$ cat src/include/sbt_defs.svh
// Register offsets, field positions, reset values and constants for the timer.
`ifndef SBT_DEFS_SVH
`define SBT_DEFS_SVH

`define SBT_OFF_CONTROL  32'h0000_0000
`define SBT_OFF_COUNT    32'h0000_0004
`define SBT_OFF_PERIOD   32'h0000_0008
`define SBT_OFF_STATUS   32'h0000_000c

`define SBT_BIT_RUN      15
`define SBT_BIT_IDLEHALT 13
`define SBT_BIT_GATE     6
`define SBT_BIT_PSHI     5
`define SBT_BIT_PSLO     4
`define SBT_BIT_SYNC     2
`define SBT_BIT_SRC      1

`define SBT_CONTROL_MASK 16'ha076
`define SBT_CONTROL_RST  16'h0000
`define SBT_COUNT_RST    16'h0000
`define SBT_PERIOD_RST   16'hffff

`define SBT_PS_1         2'h0
`define SBT_PS_8         2'h1
`define SBT_PS_64        2'h2
`define SBT_PS_256       2'h3

`define SBT_DIV_8        8'h07
`define SBT_DIV_64       8'h3f
`define SBT_DIV_256      8'hff

`endif

$ cat src/include/sbt_pkg.sv
// Types shared by the timer design files.
package sbt_pkg;

  typedef struct packed {
    logic       run;
    logic       idleHalt;
    logic       gateEnable;
    logic [1:0] prescale;
    logic       syncSelect;
    logic       clockSource;
  } sbt_ctrl_type;

  typedef struct packed {
    logic        adr;
    logic [31:0] dat;
  } sbt_unused_type;

endpackage : sbt_pkg

$ cat src/logic/sbt_timer.sv
// Sixteen-bit timer/counter with a classic Wishbone register slave.
// Functional notes
// - The timer counts while the run bit is set and holds while it is clear.
// - With idle-halt set the timer stops in idle mode, otherwise it runs on.
// - The prescale field divides the input clock by 1, 8, 64 or 256.
// - With the external source, the sync bit selects the retimed pin edge and blocks count writes while running.
// - The source bit picks rising edges of the count pin or the core clock.
//
// The placing of the registers and register access over Wishbone are this design's own decisions.
`timescale 1ns/1ps
`include "sbt_defs.svh"
module sbt_timer (
  input  wire logic        clk,
  input  wire logic        rst,
  input  wire logic        wb_cyc_i,
  input  wire logic        wb_stb_i,
  input  wire logic        wb_we_i,
  input  wire logic [31:0] wb_adr_i,
  input  wire logic [3:0]  wb_sel_i,
  input  wire logic [31:0] wb_dat_i,
  output logic      [31:0] wb_dat_o,
  output logic             wb_ack_o,
  input  wire logic        externalCountPin,
  input  wire logic        gateInput,
  input  wire logic        idleMode,
  output logic             periodMatch
);

  sbt_pkg::sbt_ctrl_type ctrl;
  logic [15:0] control_q;
  logic [15:0] count_q;
  logic [15:0] period_q;
  logic        matchSticky_q;
  logic        ack_q;
  logic [31:0] rdata_q;
  logic        match_q;
  logic        pinMeta_q;
  logic        pinSync_q;
  logic        pinPrev_q;
  logic        syncEdge_q;
  logic        rawEdge;
  logic        pinEdge;
  logic        gateMeta_q;
  logic        gateSync_q;
  logic        idleMeta_q;
  logic        idleSync_q;
  logic        active;
  logic        baseTick;
  logic        tick;
  logic        access;
  logic        wrEn;
  logic        hitControl;
  logic        hitCount;
  logic        hitPeriod;
  logic        hitStatus;
  logic        countWriteBlocked;
  logic [15:0] wlow;
  logic [15:0] ctrlWrite;

  // =====================================================================
  // Control field view
  // =====================================================================
  assign ctrl.run         = control_q[`SBT_BIT_RUN];
  assign ctrl.idleHalt    = control_q[`SBT_BIT_IDLEHALT];
  assign ctrl.gateEnable  = control_q[`SBT_BIT_GATE];
  assign ctrl.prescale    = control_q[`SBT_BIT_PSHI:`SBT_BIT_PSLO];
  assign ctrl.syncSelect  = control_q[`SBT_BIT_SYNC];
  assign ctrl.clockSource = control_q[`SBT_BIT_SRC];

  // =====================================================================
  // Input synchronisers
  // =====================================================================
  // Two flops per asynchronous input; only the second flop feeds logic.
  always_ff @(posedge clk or posedge rst) begin
    if (rst) begin
      pinMeta_q  <= 1'b0;
      pinSync_q  <= 1'b0;
      pinPrev_q  <= 1'b0;
      gateMeta_q <= 1'b0;
      gateSync_q <= 1'b0;
      idleMeta_q <= 1'b0;
      idleSync_q <= 1'b0;
    end else begin
      pinMeta_q  <= externalCountPin;
      pinSync_q  <= pinMeta_q;
      pinPrev_q  <= pinSync_q;
      gateMeta_q <= gateInput;
      gateSync_q <= gateMeta_q;
      idleMeta_q <= idleMode;
      idleSync_q <= idleMeta_q;
    end
  end

  // The synchronised path retimes the detected edge through one more flop,
  // so it reacts one cycle later; both paths read the second flop and pinPrev_q,
  // since a single-clock block cannot safely use the first one.
  always_ff @(posedge clk or posedge rst) begin
    if (rst) begin
      syncEdge_q <= 1'b0;
    end else begin
      syncEdge_q <= rawEdge;
    end
  end

  // =====================================================================
  // Tick selection
  // =====================================================================
  // Rising edge of the synchronised pin level.
  assign rawEdge = pinSync_q && !pinPrev_q;

  // The sync bit picks the retimed edge or the direct one.
  always_comb begin
    if (ctrl.syncSelect) begin
      pinEdge = syncEdge_q;
    end else begin
      pinEdge = rawEdge;
    end
  end

  // Run bit and idle halt decide whether anything advances.
  assign active = ctrl.run && !(ctrl.idleHalt && idleSync_q);

  // Source choice and gating; the gate only applies to the internal clock.
  always_comb begin
    if (ctrl.clockSource) begin
      baseTick = active && pinEdge;
    end else if (ctrl.gateEnable) begin
      baseTick = active && gateSync_q;
    end else begin
      baseTick = active;
    end
  end

  sbt_prescaler #(
    .WIDTH (8)
  ) u_prescaler (
    .clk     (clk),
    .rst     (rst),
    .clear   (!ctrl.run),
    .tickIn  (baseTick),
    .select  (ctrl.prescale),
    .tickOut (tick)
  );

  // =====================================================================
  // Wishbone decode
  // =====================================================================
  assign access     = wb_cyc_i && wb_stb_i && !ack_q;
  assign wrEn       = access && wb_we_i;
  assign hitControl = wb_adr_i == `SBT_OFF_CONTROL;
  assign hitCount   = wb_adr_i == `SBT_OFF_COUNT;
  assign hitPeriod  = wb_adr_i == `SBT_OFF_PERIOD;
  assign hitStatus  = wb_adr_i == `SBT_OFF_STATUS;
  assign countWriteBlocked = ctrl.run && ctrl.clockSource
                             && ctrl.syncSelect;

  // Byte lanes 0 and 1 carry the sixteen-bit registers.
  always_comb begin
    wlow = 16'h0000;
    wlow[7:0]  = wb_dat_i[7:0];
    wlow[15:8] = wb_dat_i[15:8];
  end

  // Unimplemented control bits are masked so that they always read zero.
  assign ctrlWrite = wlow & `SBT_CONTROL_MASK;

  // Control register; unimplemented bits stay zero.
  always_ff @(posedge clk or posedge rst) begin
    if (rst) begin
      control_q <= `SBT_CONTROL_RST;
    end else if (wrEn && hitControl) begin
      if (wb_sel_i[0]) begin
        control_q[7:0] <= ctrlWrite[7:0];
      end
      if (wb_sel_i[1]) begin
        control_q[15:8] <= ctrlWrite[15:8];
      end
    end
  end

  // Period register sets where the count wraps to zero.
  always_ff @(posedge clk or posedge rst) begin
    if (rst) begin
      period_q <= `SBT_PERIOD_RST;
    end else if (wrEn && hitPeriod) begin
      if (wb_sel_i[0]) begin
        period_q[7:0] <= wlow[7:0];
      end
      if (wb_sel_i[1]) begin
        period_q[15:8] <= wlow[15:8];
      end
    end
  end

  // =====================================================================
  // Counter
  // =====================================================================
  // A software write takes priority over a tick in the same cycle, so the
  // written value is stored rather than lost; it is ignored while run, source and sync are all set.
  always_ff @(posedge clk or posedge rst) begin
    if (rst) begin
      count_q <= `SBT_COUNT_RST;
    end else if (wrEn && hitCount && !countWriteBlocked) begin
      if (wb_sel_i[0]) begin
        count_q[7:0] <= wlow[7:0];
      end
      if (wb_sel_i[1]) begin
        count_q[15:8] <= wlow[15:8];
      end
    end else if (tick) begin
      if (count_q == period_q) begin
        count_q <= 16'h0000;
      end else begin
        count_q <= count_q + 16'h0001;
      end
    end
  end

  // Period match pulse and sticky flag; a new match beats a clear.
  always_ff @(posedge clk or posedge rst) begin
    if (rst) begin
      match_q       <= 1'b0;
      matchSticky_q <= 1'b0;
    end else begin
      match_q <= tick && (count_q == period_q);
      if (tick && (count_q == period_q)) begin
        matchSticky_q <= 1'b1;
      end else if (wrEn && hitStatus && wb_sel_i[0] && wb_dat_i[0]) begin
        matchSticky_q <= 1'b0;
      end
    end
  end

  assign periodMatch = match_q;

  // =====================================================================
  // Read data and acknowledge
  // =====================================================================
  // One-cycle answer; unmapped addresses read zero and are acknowledged.
  always_ff @(posedge clk or posedge rst) begin
    if (rst) begin
      ack_q   <= 1'b0;
      rdata_q <= 32'h0000_0000;
    end else begin
      ack_q <= access;
      if (access && !wb_we_i) begin
        unique case (1'b1)
          hitControl: rdata_q <= {16'h0000, control_q};
          hitCount:   rdata_q <= {16'h0000, count_q};
          hitPeriod:  rdata_q <= {16'h0000, period_q};
          hitStatus:  rdata_q <= {29'h0, active, idleSync_q, matchSticky_q};
          default:    rdata_q <= 32'h0000_0000;
        endcase
      end
    end
  end

  assign wb_ack_o = ack_q;
  assign wb_dat_o = rdata_q;

endmodule : sbt_timer

$ cat src/logic/sbt_prescaler.sv
// Input prescaler: turns tick pulses into divided tick pulses.
`timescale 1ns/1ps
`include "sbt_defs.svh"
module sbt_prescaler #(
  parameter int WIDTH = 8
) (
  input  wire logic       clk,
  input  wire logic       rst,
  input  wire logic       clear,
  input  wire logic       tickIn,
  input  wire logic [1:0] select,
  output logic            tickOut
);

  logic [WIDTH-1:0] count_q;
  logic [WIDTH-1:0] limit;

  // =====================================================================
  // Division ratio
  // =====================================================================
  // Terminal value for the chosen ratio; 1:1 passes every tick.
  always_comb begin
    unique case (select)
      `SBT_PS_8:   limit = WIDTH'(`SBT_DIV_8);
      `SBT_PS_64:  limit = WIDTH'(`SBT_DIV_64);
      `SBT_PS_256: limit = WIDTH'(`SBT_DIV_256);
      default:     limit = '0;
    endcase
  end

  // Counts input ticks and emits one tick at the terminal value.
  always_ff @(posedge clk or posedge rst) begin
    if (rst) begin
      count_q <= '0;
    end else if (clear) begin
      count_q <= '0;
    end else if (tickIn) begin
      if (count_q >= limit) begin
        count_q <= '0;
      end else begin
        count_q <= count_q + WIDTH'(1);
      end
    end
  end

  assign tickOut = tickIn && (count_q >= limit);

endmodule : sbt_prescaler

$ cat config.mk
export PLATFORM = sky130hd
export DESIGN_NAME = sbt_timer
export DESIGN_NICKNAME = d
export VERILOG_FILES = /design/src/include/sbt_pkg.sv /design/src/logic/sbt_timer.sv /design/src/logic/sbt_prescaler.sv
export VERILOG_INCLUDE_DIRS = /design/src /design/src/include
export SDC_FILE = /design/constraint.sdc
export NUM_CORES = 1
export LEC_CHECK = 0
export BUFFER_PORTS_ARGS = -buffer_cell sky130_fd_sc_hd__buf_4
export CORE_ASPECT_RATIO = 0.6
export CORE_MARGIN = 5
export CORE_UTILIZATION = 53
export CTS_BUF_LIST = sky130_fd_sc_hd__clkbuf_16
export DETAILED_ROUTE_END_ITERATION = 8
export PLACE_DENSITY = 0.8
export SYNTH_ARGS = -nofsm -noshare
export SYNTH_HDL_FRONTEND = slang
export SYNTH_HIERARCHICAL = 1
export SYNTH_SLANG_ARGS = --single-unit
$ cat constraint.sdc
create_clock -name clk -period 2.8 [get_ports clk]
set_input_delay 0.56 -clock clk [delete_from_list [all_inputs] [get_ports clk]]
set_output_delay 0.56 -clock clk [all_outputs]
set_load 0.01 [all_outputs]
Word-level counts from Yosys, hierarchy flattened
Index checks and enable logic that the tools add are counted.
Widths: inputs -> output; s select.
{ "op_classes": {"add_sub_neg": 2, "magnitude_cmp": 1, "eq_ne": 10, "muxes": 15, "n_reduce_logical": 34} }
{ "ops": {"columns": ["cell", "count"], "rows": [
  ["$eq 32x4->1 const B", 2],
  ["$pmux 16 s4", 1],
  ["$mux 16", 3],
  ["$mux 8", 5],
  ["$eq 32x3->1 const B", 1],
  ["$logic_not 32->1", 1],
  ["$pmux 8 s3", 1],
  ["$logic_and 1x1->1", 20],
  ["$add 16x1->16 const B", 1],
  ["$eq 16x16->1", 1],
  ["$reduce_and 2->1", 6],
  ["$add 8x1->8 const B", 1],
  ["$ge 8x8->1", 1],
  ["$logic_not 1->1", 5],
  ["$mux 1", 5],
  ["$eq 2x2->1 const B", 2],
  ["$ne 2x2->1 const B", 2],
  ["$reduce_bool 2->1", 2],
  ["$eq 2x1->1 const B", 1],
  ["$ne 2x1->1 const B", 1]
]} }
{ "totals": {"regBits": 90, "inputBits": 76, "output_inout_bits": 34, "elab_cells": 81} }

Logic depth before layout (Yosys ltp)
Gate-level depths: netlist of run 1.
{ "depth": {"word_depth": 9, "depth_mapped": 12, "depth_no_buf": 10} }

Cells and area by module
Netlist of run 1, hierarchy kept.
{ "by_module_without_submodules": {"columns": ["mod", "n_inst", "cells_each", "area_each_um2", "seq_area_each_um2"], "rows": [
  ["sbt_timer", 1, 350, 3563.4, 1671.6],
  ["sbt_prescaler", 1, 78, 681.9, 200.2]
]} }

Worst setup path after synthesis of run 1
No wires, ideal clock.
{ "synth_path": {"kind": "input to register", "from": "input wb_adr_i[26]", "to": "register count_q[4] (netlist name)", "setup_time_ns": 0.127, "arrival_time_ns": 2.203, "required_time_ns": 2.673, "setup_slack_ns": 0.469, "stages": 7, "path_buffers": 1, "cell_sequence": "nor4_1 nand4_1 nor4_4 nor2_2 buf_6 a21oi_1 o22ai_1"} }
{ "synth_lines": {"columns": ["item", "line", "rtl"], "rows": [
  ["start: declaration", "sbt_timer.sv:18", "input wire logic [31:0] wb_adr_i,"]
]} }

==> impl_metrics.py, run 1 <==
metrics = {
    "status": {
        "run_status": "complete, no violations",
    },
    "sta": {
        "clock.fmax_mhz": 388.0,
        "grt_setup_unrepaired": "false",
        "setup-tns-final_ns": 0,
        "fin_crit_ns": 2.577,
        "post-route-period-util": 0.9205,
        "slew_worst_pin_ns": 0.8810,
        "timing.final.max_slew_violations": 0,
        "maxSlewHeadroom": 0.4120,
        "final-setup-viol-count": 0,
        "final_hold_viol_count": 0,
        "finalClockSkew_ns": 0.006832,
    },
    "die": {
        "floorplan.die.height_um": 79.33,
        "std_cell_rows": 25,
        "design.core.area_mm2": 0.007851,
        "initial_core_util": 0.5407,
        "chipWidth_um": 125.5,
        "pin_count": 110,
        "die_area_mm2": 0.009958,
    },
    "synthesis": {
        "synth_adder_area_share": 0.02358,
        "synthDominantAreaCellType": "sky130_fd_sc_hd__dfrtp_1",
        "most_used_flip_flop_cell_after_synthesis": "sky130_fd_sc_hd__dfrtp_1",
        "edff_count_synth": 0,
        "post_synth_and_or_nand_nor_area_fraction": 0.1768,
        "netlist_top_cells_count": "58 x sky130_fd_sc_hd__dfrtp_1, 32 x sky130_fd_sc_hd__nand2_1, 30 x sky130_fd_sc_hd__a21oi_1",
        "synth_cells": 428,
        "synth_mux_area_frac": 0.08282,
        "synth-warning-count": 6,
        "post_synth_xor_area_fraction": 0.03301,
        "share_of_async_settable_or_async_resettable_flops_after_synthesis": 1.000,
        "yosysTopAreaCellShare": 0.3419,
        "synth.lib_cells_used.distinct": 61,
        "synth.ff_latch_count": 74,
        "dominant_combinational_cell_family_by_area_after_synthesis": "simple AND/OR/NAND/NOR gates",
        "synthTopCellsByArea": "sky130_fd_sc_hd__dfrtp_1 34%, sky130_fd_sc_hd__dfstp_2 9.9%, sky130_fd_sc_hd__mux2_2 6.1%",
        "synth-compound-area-share": 0.1695,
        "synthesis.area_mm2": 0.004245,
        "synth_most_common_cell": "sky130_fd_sc_hd__dfrtp_1",
        "synth_sequential_area_ratio": 0.4409,
        "synth_area_per_cell_um2": 9.919,
    },
    "critical_path": {
        "worst_reg2reg_path_length_in_cells": 10,
        "worstPathBufferInverterCount": 0,
        "cp_slowest_stage_delay_ns": 0.51,
        "setup.reg_to_reg.worst_slack_ns": 0.22,
        "worstReg2RegEnd": "count_q[8]",
        "r2r-start": "control_q[5]",
        "critPathArrivalTime_ns": 2.83,
        "timing.critical_path.cells": "nor2_1, ha_1, or2_0, a211oi_2, nor3_2, o21a_1, o41ai_4, a21boi_4, a21oi_1, o22ai_1",
        "slowest_stage": "sky130_fd_sc_hd__a21boi_4",
        "worst_setup_path_start_kind": "flop",
        "worst_path_fanout_max": 16,
        "worst_setup_path_end_kind": "flop",
        "critical_path.top_delay_family": "compound AO/OA/AOI/OAI gates",
        "timing_worst_setup_path_type": "flop to flop",
        "cp.required_ns": 3.06,
    },
    "power_and_ir_drop": {
        "vdd_drop_max_uv": 381.5,
        "p_clk_frac": 0.507,
        "power.share.sequential": 0.432,
        "power.net_switching_w": 0.0005674,
        "cellInternalPower_w": 0.001933,
        "pwr-share-comb": 0.061,
        "static_leakage_nw": 2.354,
        "netSwitchingFraction": 0.2269,
        "cellPowerDensity_mw_per_mm2": 477.6,
    },
    "placed_design": {
        "gpl.final_weighted_congestion": 0.9431,
        "detailedPlacementHpwl_mm": 8.980,
        "port-buffer-count": 75,
        "post-place-cells": 602,
        "instance_area_at_placement_mm2": 0.004907,
    },
    "job": {
        "max-cap-violations": 0,
    },
    "layout": {
        "n_antenna_cell": 0,
        "post-route-cell-area_mm2": 0.005235,
        "finalCoreUtilization": 0.6668,
        "instances_no_fill": 618,
        "drive_gt1_frac": 0.3314,
        "nets": 589,
        "syn2layout_area_growth_pct": 23.31,
    },
    "cts": {
        "worst_setup_hold_path_clk_slew_ns": 0.06,
        "numClockSinks": 74,
        "cts_tree": "built",
        "post_cts_repair_setup_buffers": 0,
        "root_buffer": "sky130_fd_sc_hd__clkbuf_16",
        "cts_inserted_buffers": 9,
        "cts-hold-fix-buffers": 0,
        "clk-insertion-delay-late_ns": 0.34,
        "cts.repair.resized": 0,
        "h_tree_levels": 3,
        "clockBufferDepth": 2,
    },
    "drt": {
        "detail_route.drc_violations": 0,
        "post_drt_wl_per_cell_um": 19.59,
        "detail_route.wirelength_mm": 12.11,
        "drt_pass1_iterations": 5,
        "via_per_inst": 6.036,
        "postRouteAntennaNets": 0,
        "detailroute.via_count": 3730,
        "first_iter_violations": 415,
    },
    "global_route": {
        "global_route_wire_length_before_repair_mm": 19.19,
        "grt_usage": 0.2508,
        "initial_antenna_violation_count": 0,
        "first_global_vias": 3563,
        "grt_max_degree": 27,
        "grt-ovfl-total": 0,
    },
    "worst_hold_path": {
        "timing.hold.worst.class": "input port to async pin",
    },
}
[worst max path at each step]
stage	start	to	slack (ns)	cells past startpoint
2_1_floorplan	wb_adr_i[26]	count_q[4]	0.47	7
5_1_grt	control_q[5]	count_q[9]	0.07	10
3_5_place_dp	wb_adr_i[26]	count_q[8]	0.01	7
4_1_cts	control_q[5]	count_q[8]	0.26	10
6_report	control_q[5]	count_q[8]	0.22	10
3_3_place_gp	wb_adr_i[26]	count_q[9]	0.15	7
[final cells by class]
class | instances | area [um2]
clock buffers | 9 | 225.2
fillers | 618 | 2616
repair buffers | 90 | 700.7
inverters | 19 | 71.32
flip-flops and latches | 74 | 1872
multi-input cells | 311 | 2128
clock inverters | 7 | 102.6
well taps | 108 | 135.1
[cells in the final DEF, fill, tap and decap left out, types with 3 or more instances in the layout]
| cell type | synthesis | final |
|---|---|---|
| sky130_fd_sc_hd__a21oi_1 | 30 | 30 |
| sky130_fd_sc_hd__ha_1 | 8 | 8 |
| sky130_fd_sc_hd__and3_1 | 4 | 4 |
| sky130_fd_sc_hd__mux2_2 | 23 | 23 |
| sky130_fd_sc_hd__buf_4 | 17 | 88 |
| sky130_fd_sc_hd__a22oi_1 | 12 | 12 |
| sky130_fd_sc_hd__o21ai_0 | 25 | 25 |
| sky130_fd_sc_hd__clkinv_4 | 0 | 3 |
| sky130_fd_sc_hd__o22ai_1 | 9 | 9 |
| sky130_fd_sc_hd__o21ai_1 | 6 | 6 |
| sky130_fd_sc_hd__conb_1 | 1 | 16 |
| sky130_fd_sc_hd__clkbuf_16 | 0 | 9 |
| sky130_fd_sc_hd__nor4_1 | 12 | 11 |
| sky130_fd_sc_hd__nand3_1 | 11 | 11 |
| sky130_fd_sc_hd__a32oi_1 | 6 | 6 |
| sky130_fd_sc_hd__nand2_1 | 32 | 32 |
| sky130_fd_sc_hd__mux2i_1 | 7 | 7 |
| sky130_fd_sc_hd__dfrtp_1 | 58 | 58 |
| sky130_fd_sc_hd__nand4_1 | 10 | 10 |
| sky130_fd_sc_hd__xnor2_1 | 16 | 16 |
| sky130_fd_sc_hd__a211o_2 | 3 | 3 |
| sky130_fd_sc_hd__inv_1 | 19 | 18 |
| sky130_fd_sc_hd__nor2_1 | 17 | 17 |
| sky130_fd_sc_hd__nor3_1 | 10 | 10 |
| sky130_fd_sc_hd__nor2b_1 | 3 | 3 |
| sky130_fd_sc_hd__nand2b_1 | 10 | 10 |
| sky130_fd_sc_hd__dfstp_2 | 16 | 16 |
[sequential cells by signal, summed over array words and instances (netlist names), 7 cells and up]
signal               count
count_q                 16
u_prescaler/count_q      8
wb_dat_o                16
control_q                7
period_q                16
[cells by family after synthesis]
group / after synthesis
other: 1
muxes: 31
and+or+nand+nor: 133
DFF: 74
buffers and inverters: 58
AOI/OAI and AO/OA: 107
adders and majority gates: 8
xor gates and xnor gates: 16
[per-layer routing]
layer | track usage | up-vias | wire length (um)
met5 | 0 | - | 0
met3 | 0.09946 | 16 | 1419
met2 | 0.3673 | 226 | 5146
met1 | 0.3501 | 1799 | 5399
met4 | 0.05736 | 0 | 142
li1 | - | 1689 | -
[power by group through the flow]
stage | Clock (W) | Sequential [W] | Combinational [W]
global route | 0.00133 | 0.00108 | 0.000168
global placement | 0 | 0.00110 | 0.000148
detailed placement | 0 | 0.00110 | 0.000151
finish | 0.00127 | 0.00108 | 0.000153
floorplan | 0 | 0.00110 | 0.0000735
CTS | 0.00128 | 0.00108 | 0.000152
[through the flow]
stage | hold slack, ns | power, W | setup slack [ns]
3_3_place_gp | 0.3324 | 0.001246 | 0.1503
6_report | 0.1913 | 0.002500 | 0.2227
5_1_grt | 0.2269 | 0.002574 | 0.06808
4_1_cts | 0.1976 | 0.002510 | 0.2601
3_5_place_dp | 0.3355 | 0.001249 | 0.01466
2_1_floorplan | 0.3312 | 0.001171 | 0.4694
(Power assumes the default switching activity.)
==> run 2: changes to the inputs <==
CORE_ASPECT_RATIO = 0.75   (was 0.6)
==> run 2 against run 1 <==
Total power shrank 5.2%. Maximum frequency rose by 4.4%. Sequential power is essentially flat. Critical path depth increased by 1. Via count fell by 2.0%. Global-route usage shrank 1.1 points. Clock power decreased by 10%. First-iteration DRC count decreased by 22%. Clock skew down 0.0029 ns. Critical path type unchanged. Largest power group unchanged.
==> impl_metrics.py, run 2 (same netlist as run 1, synthesis figures left out) <==
metrics = {
    "status": {
        "run_status": "complete, no violations",
    },
    "global_route": {
        "gr_peak_layer": "met2",
        "grt-ovfl-total": 0,
        "initial_antenna_violation_count": 0,
        "grt_usage": 0.2399,
        "grt_max_degree": 36,
        "grt_util_met2": 0.3565,
        "global_route_wire_length_before_repair_mm": 18.53,
        "first_global_vias": 3508,
        "globalRouteMet3Util": 0.08125,
        "grt_util_met1": 0.3389,
    },
    "layout": {
        "syn2layout_area_growth_pct": 23.11,
        "most_common_cell_after_layout_fill_and_taps_aside": "sky130_fd_sc_hd__buf_4",
        "nets": 591,
        "most_frequent_cells_in_the_layout": "89 x sky130_fd_sc_hd__buf_4, 58 x sky130_fd_sc_hd__dfrtp_1, 32 x sky130_fd_sc_hd__nand2_1",
        "post-route-cell-area_mm2": 0.005226,
        "n_antenna_cell": 0,
        "drive_gt1_frac": 0.3340,
    },
    "power_and_ir_drop": {
        "cellPowerDensity_mw_per_mm2": 453.7,
        "pwr-share-comb": 0.065,
        "cellInternalPower_w": 0.001832,
        "vdd_drop_max_uv": 345.5,
        "fin_total_pwr_w": 0.002371,
        "netSwitchingFraction": 0.2271,
        "power.net_switching_w": 0.0005385,
        "power.share.sequential": 0.455,
        "static_leakage_nw": 2.346,
        "p_clk_frac": 0.480,
    },
    "placed_design": {
        "port-buffer-count": 75,
        "detailedPlacementHpwl_mm": 8.647,
        "instance_area_at_placement_mm2": 0.004931,
        "gpl.final_weighted_congestion": 0.9168,
    },
    "sta": {
        "fin_crit_ns": 2.469,
        "grt_setup_unrepaired": "false",
        "slew_worst_pin_ns": 0.8811,
        "timing.final.max_slew_violations": 0,
        "final-setup-viol-count": 0,
        "maxSlewHeadroom": 0.4120,
        "setup-tns-final_ns": 0,
        "final_hold_viol_count": 0,
        "post-route-period-util": 0.8816,
        "finalClockSkew_ns": 0.003969,
        "clock.fmax_mhz": 405.1,
    },
    "drt": {
        "post_drt_wl_per_cell_um": 18.52,
        "postRouteAntennaNets": 0,
        "detail_route.wirelength_mm": 11.43,
        "drt_pass1_iterations": 6,
        "first_iter_violations": 324,
        "via_per_inst": 5.922,
        "detail_route.drc_violations": 0,
        "detailroute.via_count": 3654,
    },
    "job": {
        "max-cap-violations": 0,
    },
    "critical_path": {
        "critPathArrivalTime_ns": 2.72,
        "cp_slowest_stage_delay_ns": 0.47,
        "worstPathBufferInverterCount": 1,
        "slowest_stage": "sky130_fd_sc_hd__dfrtp_1",
        "worst_path_fanout_max": 16,
        "timing.critical_path.cells": "nor2_1, ha_1, or2_0, a211oi_2, nor3_2, o21a_1, o41ai_4, a21boi_4, buf_12, a21oi_1, o22ai_1",
        "cp.required_ns": 3.05,
        "worst_setup_path_start_kind": "flop",
        "timing_worst_setup_path_type": "flop to flop",
        "critical_path.top_delay_family": "compound AO/OA/AOI/OAI gates",
        "worst_setup_path_end_kind": "flop",
    },
    "cts": {
        "numClockSinks": 74,
        "root_buffer": "sky130_fd_sc_hd__clkbuf_16",
        "cts_inserted_buffers": 9,
        "h_tree_levels": 3,
        "clk-insertion-delay-late_ns": 0.34,
        "post_cts_repair_setup_buffers": 0,
        "cts_tree": "built",
        "cts.repair.resized": 0,
        "cts-hold-fix-buffers": 0,
        "worst_setup_hold_path_clk_slew_ns": 0.06,
        "clockBufferDepth": 2,
    },
    "die": {
        "floorplan.die.height_um": 87.51,
        "initial_core_util": 0.5410,
        "design.core.area_mm2": 0.007848,
        "chipWidth_um": 113.3,
        "pin_count": 110,
        "die_area_mm2": 0.009919,
        "std_cell_rows": 28,
    },
    "worst_hold_path": {
        "timing.hold.worst.class": "input port to async pin",
    },
}
-- run 2: cell count changes in the layout (fill, tap and decap cells not counted), sizes merged --
cell / previous run / this run
inv: 20 / 19
clkinvlp: 1 / 4
bufinv: 2 / 1
clkinv: 3 / 2
buf: 90 / 92
-- run 2: path summary, 6_finish.rpt --
path	depth (start not counted)	startpoint	endpoint	slack (ns)
setup reg to reg	11	control_q[5]	count_q[12]	0.33
hold / removal	2	rst	u_prescaler/count_q[5]	0.21
setup / recovery	11	control_q[5]	count_q[12]	0.33
hold reg to reg	0	pinMeta_q	pinSync_q	0.35
max in group asynchronous	3	rst	period_q[2]	1.73
min in group clk	1	externalCountPin	pinMeta_q	0.33
-- run 2: worst register-to-register path, stage by stage (launching register included) --
cell	delay [ns]
sky130_fd_sc_hd__dfrtp_1	0.47
sky130_fd_sc_hd__nor2_1	0.08
sky130_fd_sc_hd__ha_1	0.29
sky130_fd_sc_hd__or2_0	0.22
sky130_fd_sc_hd__a211oi_2	0.25
sky130_fd_sc_hd__nor3_2	0.06
sky130_fd_sc_hd__o21a_1	0.21
sky130_fd_sc_hd__o41ai_4	0.10
sky130_fd_sc_hd__a21boi_4	0.28
sky130_fd_sc_hd__buf_12	0.16
sky130_fd_sc_hd__a21oi_1	0.06
sky130_fd_sc_hd__o22ai_1	0.20
-- run 2: routing by layer --
layer,vias to the layer above,wire [um],share of wire
li1,1687,-,-
met1,1732,5040,0.44
met2,217,4947,0.43
met3,18,1288,0.11
met4,0,153,0.013
met5,-,0,0
-- run 2: final cells by class --
class                           instances  area [um2]
Clock inverter                          7       70.07
Tap cell                              105       131.4
Sequential cell                        74        1872
Clock buffer                            9       225.2
Fill cell                             643        2621
Multi-Input combinational cell        311        2128
Timing Repair Buffer                   92       728.2
Inverter                               19       71.32
-- run 2: through the flow --
| stage | hold slack (ns) | cells | util | setup WS [ns] |
|---|---|---|---|---|
| after floorplan | 0.3312 | 443 | - | 0.4694 |
| after global placement | 0.3330 | 601 | 0.6283 | 0.1704 |
| after detailed placement | 0.3370 | 601 | 0.6283 | 0.03972 |
| after CTS | 0.2067 | 617 | 0.6660 | 0.3540 |
| after global routing | 0.2386 | 617 | 0.6660 | 0.1599 |
| final | 0.2064 | 617 | 0.6660 | 0.3315 |
-- run 2: power groups by stage --
stage	logic, W	clock network [W]	registers (W)
2_1_floorplan	0.0000735	0	0.00110
3_3_place_gp	0.000150	0	0.00110
3_5_place_dp	0.000152	0	0.00110
4_1_cts	0.000153	0.00116	0.00108
5_1_grt	0.000167	0.00121	0.00108
6_report	0.000153	0.00114	0.00108
==> run 3: changes to the inputs <==
CORE_UTILIZATION = 48   (was 53)
PLACE_DENSITY = 0.84   (was 0.8)
clock period = 2.2 ns   (was 2.8 ns; I/O delays follow)
==> run 3 against run 2 <==
The flow now finishes with violations (setup timing). Die area up 9.3%. Worst setup slack worse by 0.60 ns. Sequential cell count stayed put. Clock skew rose by 0.0047 ns. Wire length increased by 15%. Critical path depth is 1 higher. Cell count is 5.2% higher. Via count rose by 9.2%. Utilization grew 0.17 points. Global-route usage decreased by 1.3 points. Largest cell class unchanged.
==> impl_metrics.py, run 3 (same netlist as run 1, synthesis figures left out) <==
metrics = {
    "die": {
        "std_cell_rows": 29,
        "initial_core_util": 0.4979,
        "design.core.area_mm2": 0.008527,
        "pin_count": 110,
        "chipWidth_um": 118.6,
        "die_area_mm2": 0.01084,
        "floorplan.die.height_um": 91.45,
    },
    "drt": {
        "detailroute.via_count": 3990,
        "drt_pass1_iterations": 8,
        "detail_route.wirelength_mm": 13.16,
        "postRouteAntennaNets": 0,
        "post_drt_wl_per_cell_um": 20.28,
        "detail_route.drc_violations": 0,
        "via_per_inst": 6.148,
        "first_iter_violations": 400,
    },
    "critical_path": {
        "cp_slowest_stage_delay_ns": 0.36,
        "worst_reg2reg_path_length_in_cells": 12,
        "worst_setup_path_start_kind": "flop",
        "critPathArrivalTime_ns": 2.69,
        "slowest_stage": "sky130_fd_sc_hd__dfrtp_1",
        "critical_path.top_delay_family": "compound AO/OA/AOI/OAI gates",
        "worst_setup_path_end_kind": "flop",
        "worstPathBufferInverterCount": 5,
        "worstReg2RegEnd": "count_q[0]",
        "critical_path.most_common_cell": "sky130_fd_sc_hd__buf_4",
        "timing_worst_setup_path_type": "flop to flop",
        "cp.required_ns": 2.42,
        "worst_path_fanout_max": 6,
        "timing.critical_path.cells": "buf_4, inv_1, ha_1, nand4_1, nor3_2, o21a_1, o41ai_4, buf_4, buf_4, buf_6, a221oi_2, a21oi_1",
        "setup.reg_to_reg.worst_slack_ns": -0.27,
        "r2r-start": "control_q[5]",
    },
    "worst_hold_path": {
        "timing.hold.worst.class": "input port to async pin",
    },
    "layout": {
        "nets": 620,
        "drive_gt1_frac": 0.4159,
        "most_common_cell_after_layout_fill_and_taps_aside": "sky130_fd_sc_hd__buf_4",
        "finalCoreUtilization": 0.6676,
        "syn2layout_area_growth_pct": 34.10,
        "n_antenna_cell": 0,
        "most_frequent_cells_in_the_layout": "110 x sky130_fd_sc_hd__buf_4, 58 x sky130_fd_sc_hd__dfrtp_1, 30 x sky130_fd_sc_hd__nand2_1",
        "instances_no_fill": 649,
    },
    "cts": {
        "worst_setup_hold_path_clk_slew_ns": 0.06,
        "cts_tree": "built",
        "h_tree_levels": 3,
        "cts_inserted_buffers": 9,
        "numClockSinks": 74,
        "clk-insertion-delay-late_ns": 0.34,
        "clockBufferDepth": 2,
        "root_buffer": "sky130_fd_sc_hd__clkbuf_16",
    },
    "power_and_ir_drop": {
        "cellPowerDensity_mw_per_mm2": 560.8,
        "fin_total_pwr_w": 0.003193,
        "vdd_drop_max_uv": 385.3,
        "static_leakage_nw": 2.558,
    },
    "status": {
        "failed_checks": "setup timing",
        "run_status": "complete, but fails checks",
    },
    "global_route": {
        "global_route_wire_length_before_repair_mm": 19.93,
        "grt_max_degree": 67,
        "initial_antenna_violation_count": 2,
        "grt-ovfl-total": 0,
        "first_global_vias": 3920,
        "grt_usage": 0.2268,
    },
    "placed_design": {
        "port-buffer-count": 75,
        "gpl.final_weighted_congestion": 0.8912,
        "detailedPlacementHpwl_mm": 8.791,
        "post-place-cells": 625,
        "post-place-ws_ns": -0.3036,
    },
    "sta": {
        "maxSlewHeadroom": 0.6324,
        "final_hold_viol_count": 0,
        "timing.final.max_slew_violations": 0,
        "finalClockSkew_ns": 0.008644,
        "timing.final.ws_setup_ns": -0.2707,
        "clock.fmax_mhz": 404.7,
        "slew_worst_pin_ns": 0.5500,
        "grt_setup_unrepaired": "true",
        "fin_crit_ns": 2.471,
        "post-route-period-util": 1.123,
        "setup-tns-final_ns": -3.221,
        "final-setup-viol-count": 19,
    },
    "job": {
        "max-cap-violations": 0,
    },
}
run 3: worst max path at each step:
| stage | end | from | depth (start not counted) |
|---|---|---|---|
| after floorplan | count_q[10] | control_q[5] | 11 |
| after global placement | count_q[2] | wb_adr_i[15] | 7 |
| after detailed placement | count_q[3] | wb_adr_i[12] | 7 |
| after CTS | count_q[9] | control_q[5] | 12 |
| after global routing | count_q[12] | control_q[5] | 12 |
| final | count_q[0] | control_q[5] | 12 |
run 3: report_power, final:
group / internal, W / leakage, nW / switching (W)
registers: 0.00137 / 0.895 / 0.00000355
clock network: 0.00100 / 0.158 / 0.000612
logic: 0.0000935 / 1.50 / 0.000110
total: 0.00247 / 2.56 / 0.000725
run 3: area by class of cell:
cell class	instances	area (um2)
tap	108	135.1
clock buffer	9	225.2
multi-input combinational	311	2293
inverter	19	71.32
timing repair buffer	121	997.2
clock inverter	7	98.84
fill	603	2834
sequential	74	1872
run 3: metrics by stage:
stage	cell area (um2)	hold WS [ns]
after floorplan	4309	0.2557
after global placement	5100	0.3328
after detailed placement	5100	0.3403
after CTS	5544	0.07766
after global routing	5693	0.1053
final	5693	0.07760
run 3: metal layers:
metal	GRT usage	part of all wire	vias up
li1	-	-	1747
met1	0.3024	0.40	1915
met2	0.3631	0.46	265
met3	0.06894	0.11	59
met4	0.05666	0.031	4
met5	0	0.0021	-
run 3: timing repair:
item / 4_1_cts / 5_1_grt
hold endpoints to repair: 0 / 0
buffers inserted: 3 / 5
cloned: 1 / 0
setup endpoints to repair: 17 / 27
hold buffers: 0 / 0
gates resized for setup: 13 / 30
pin swaps: 12 / 10
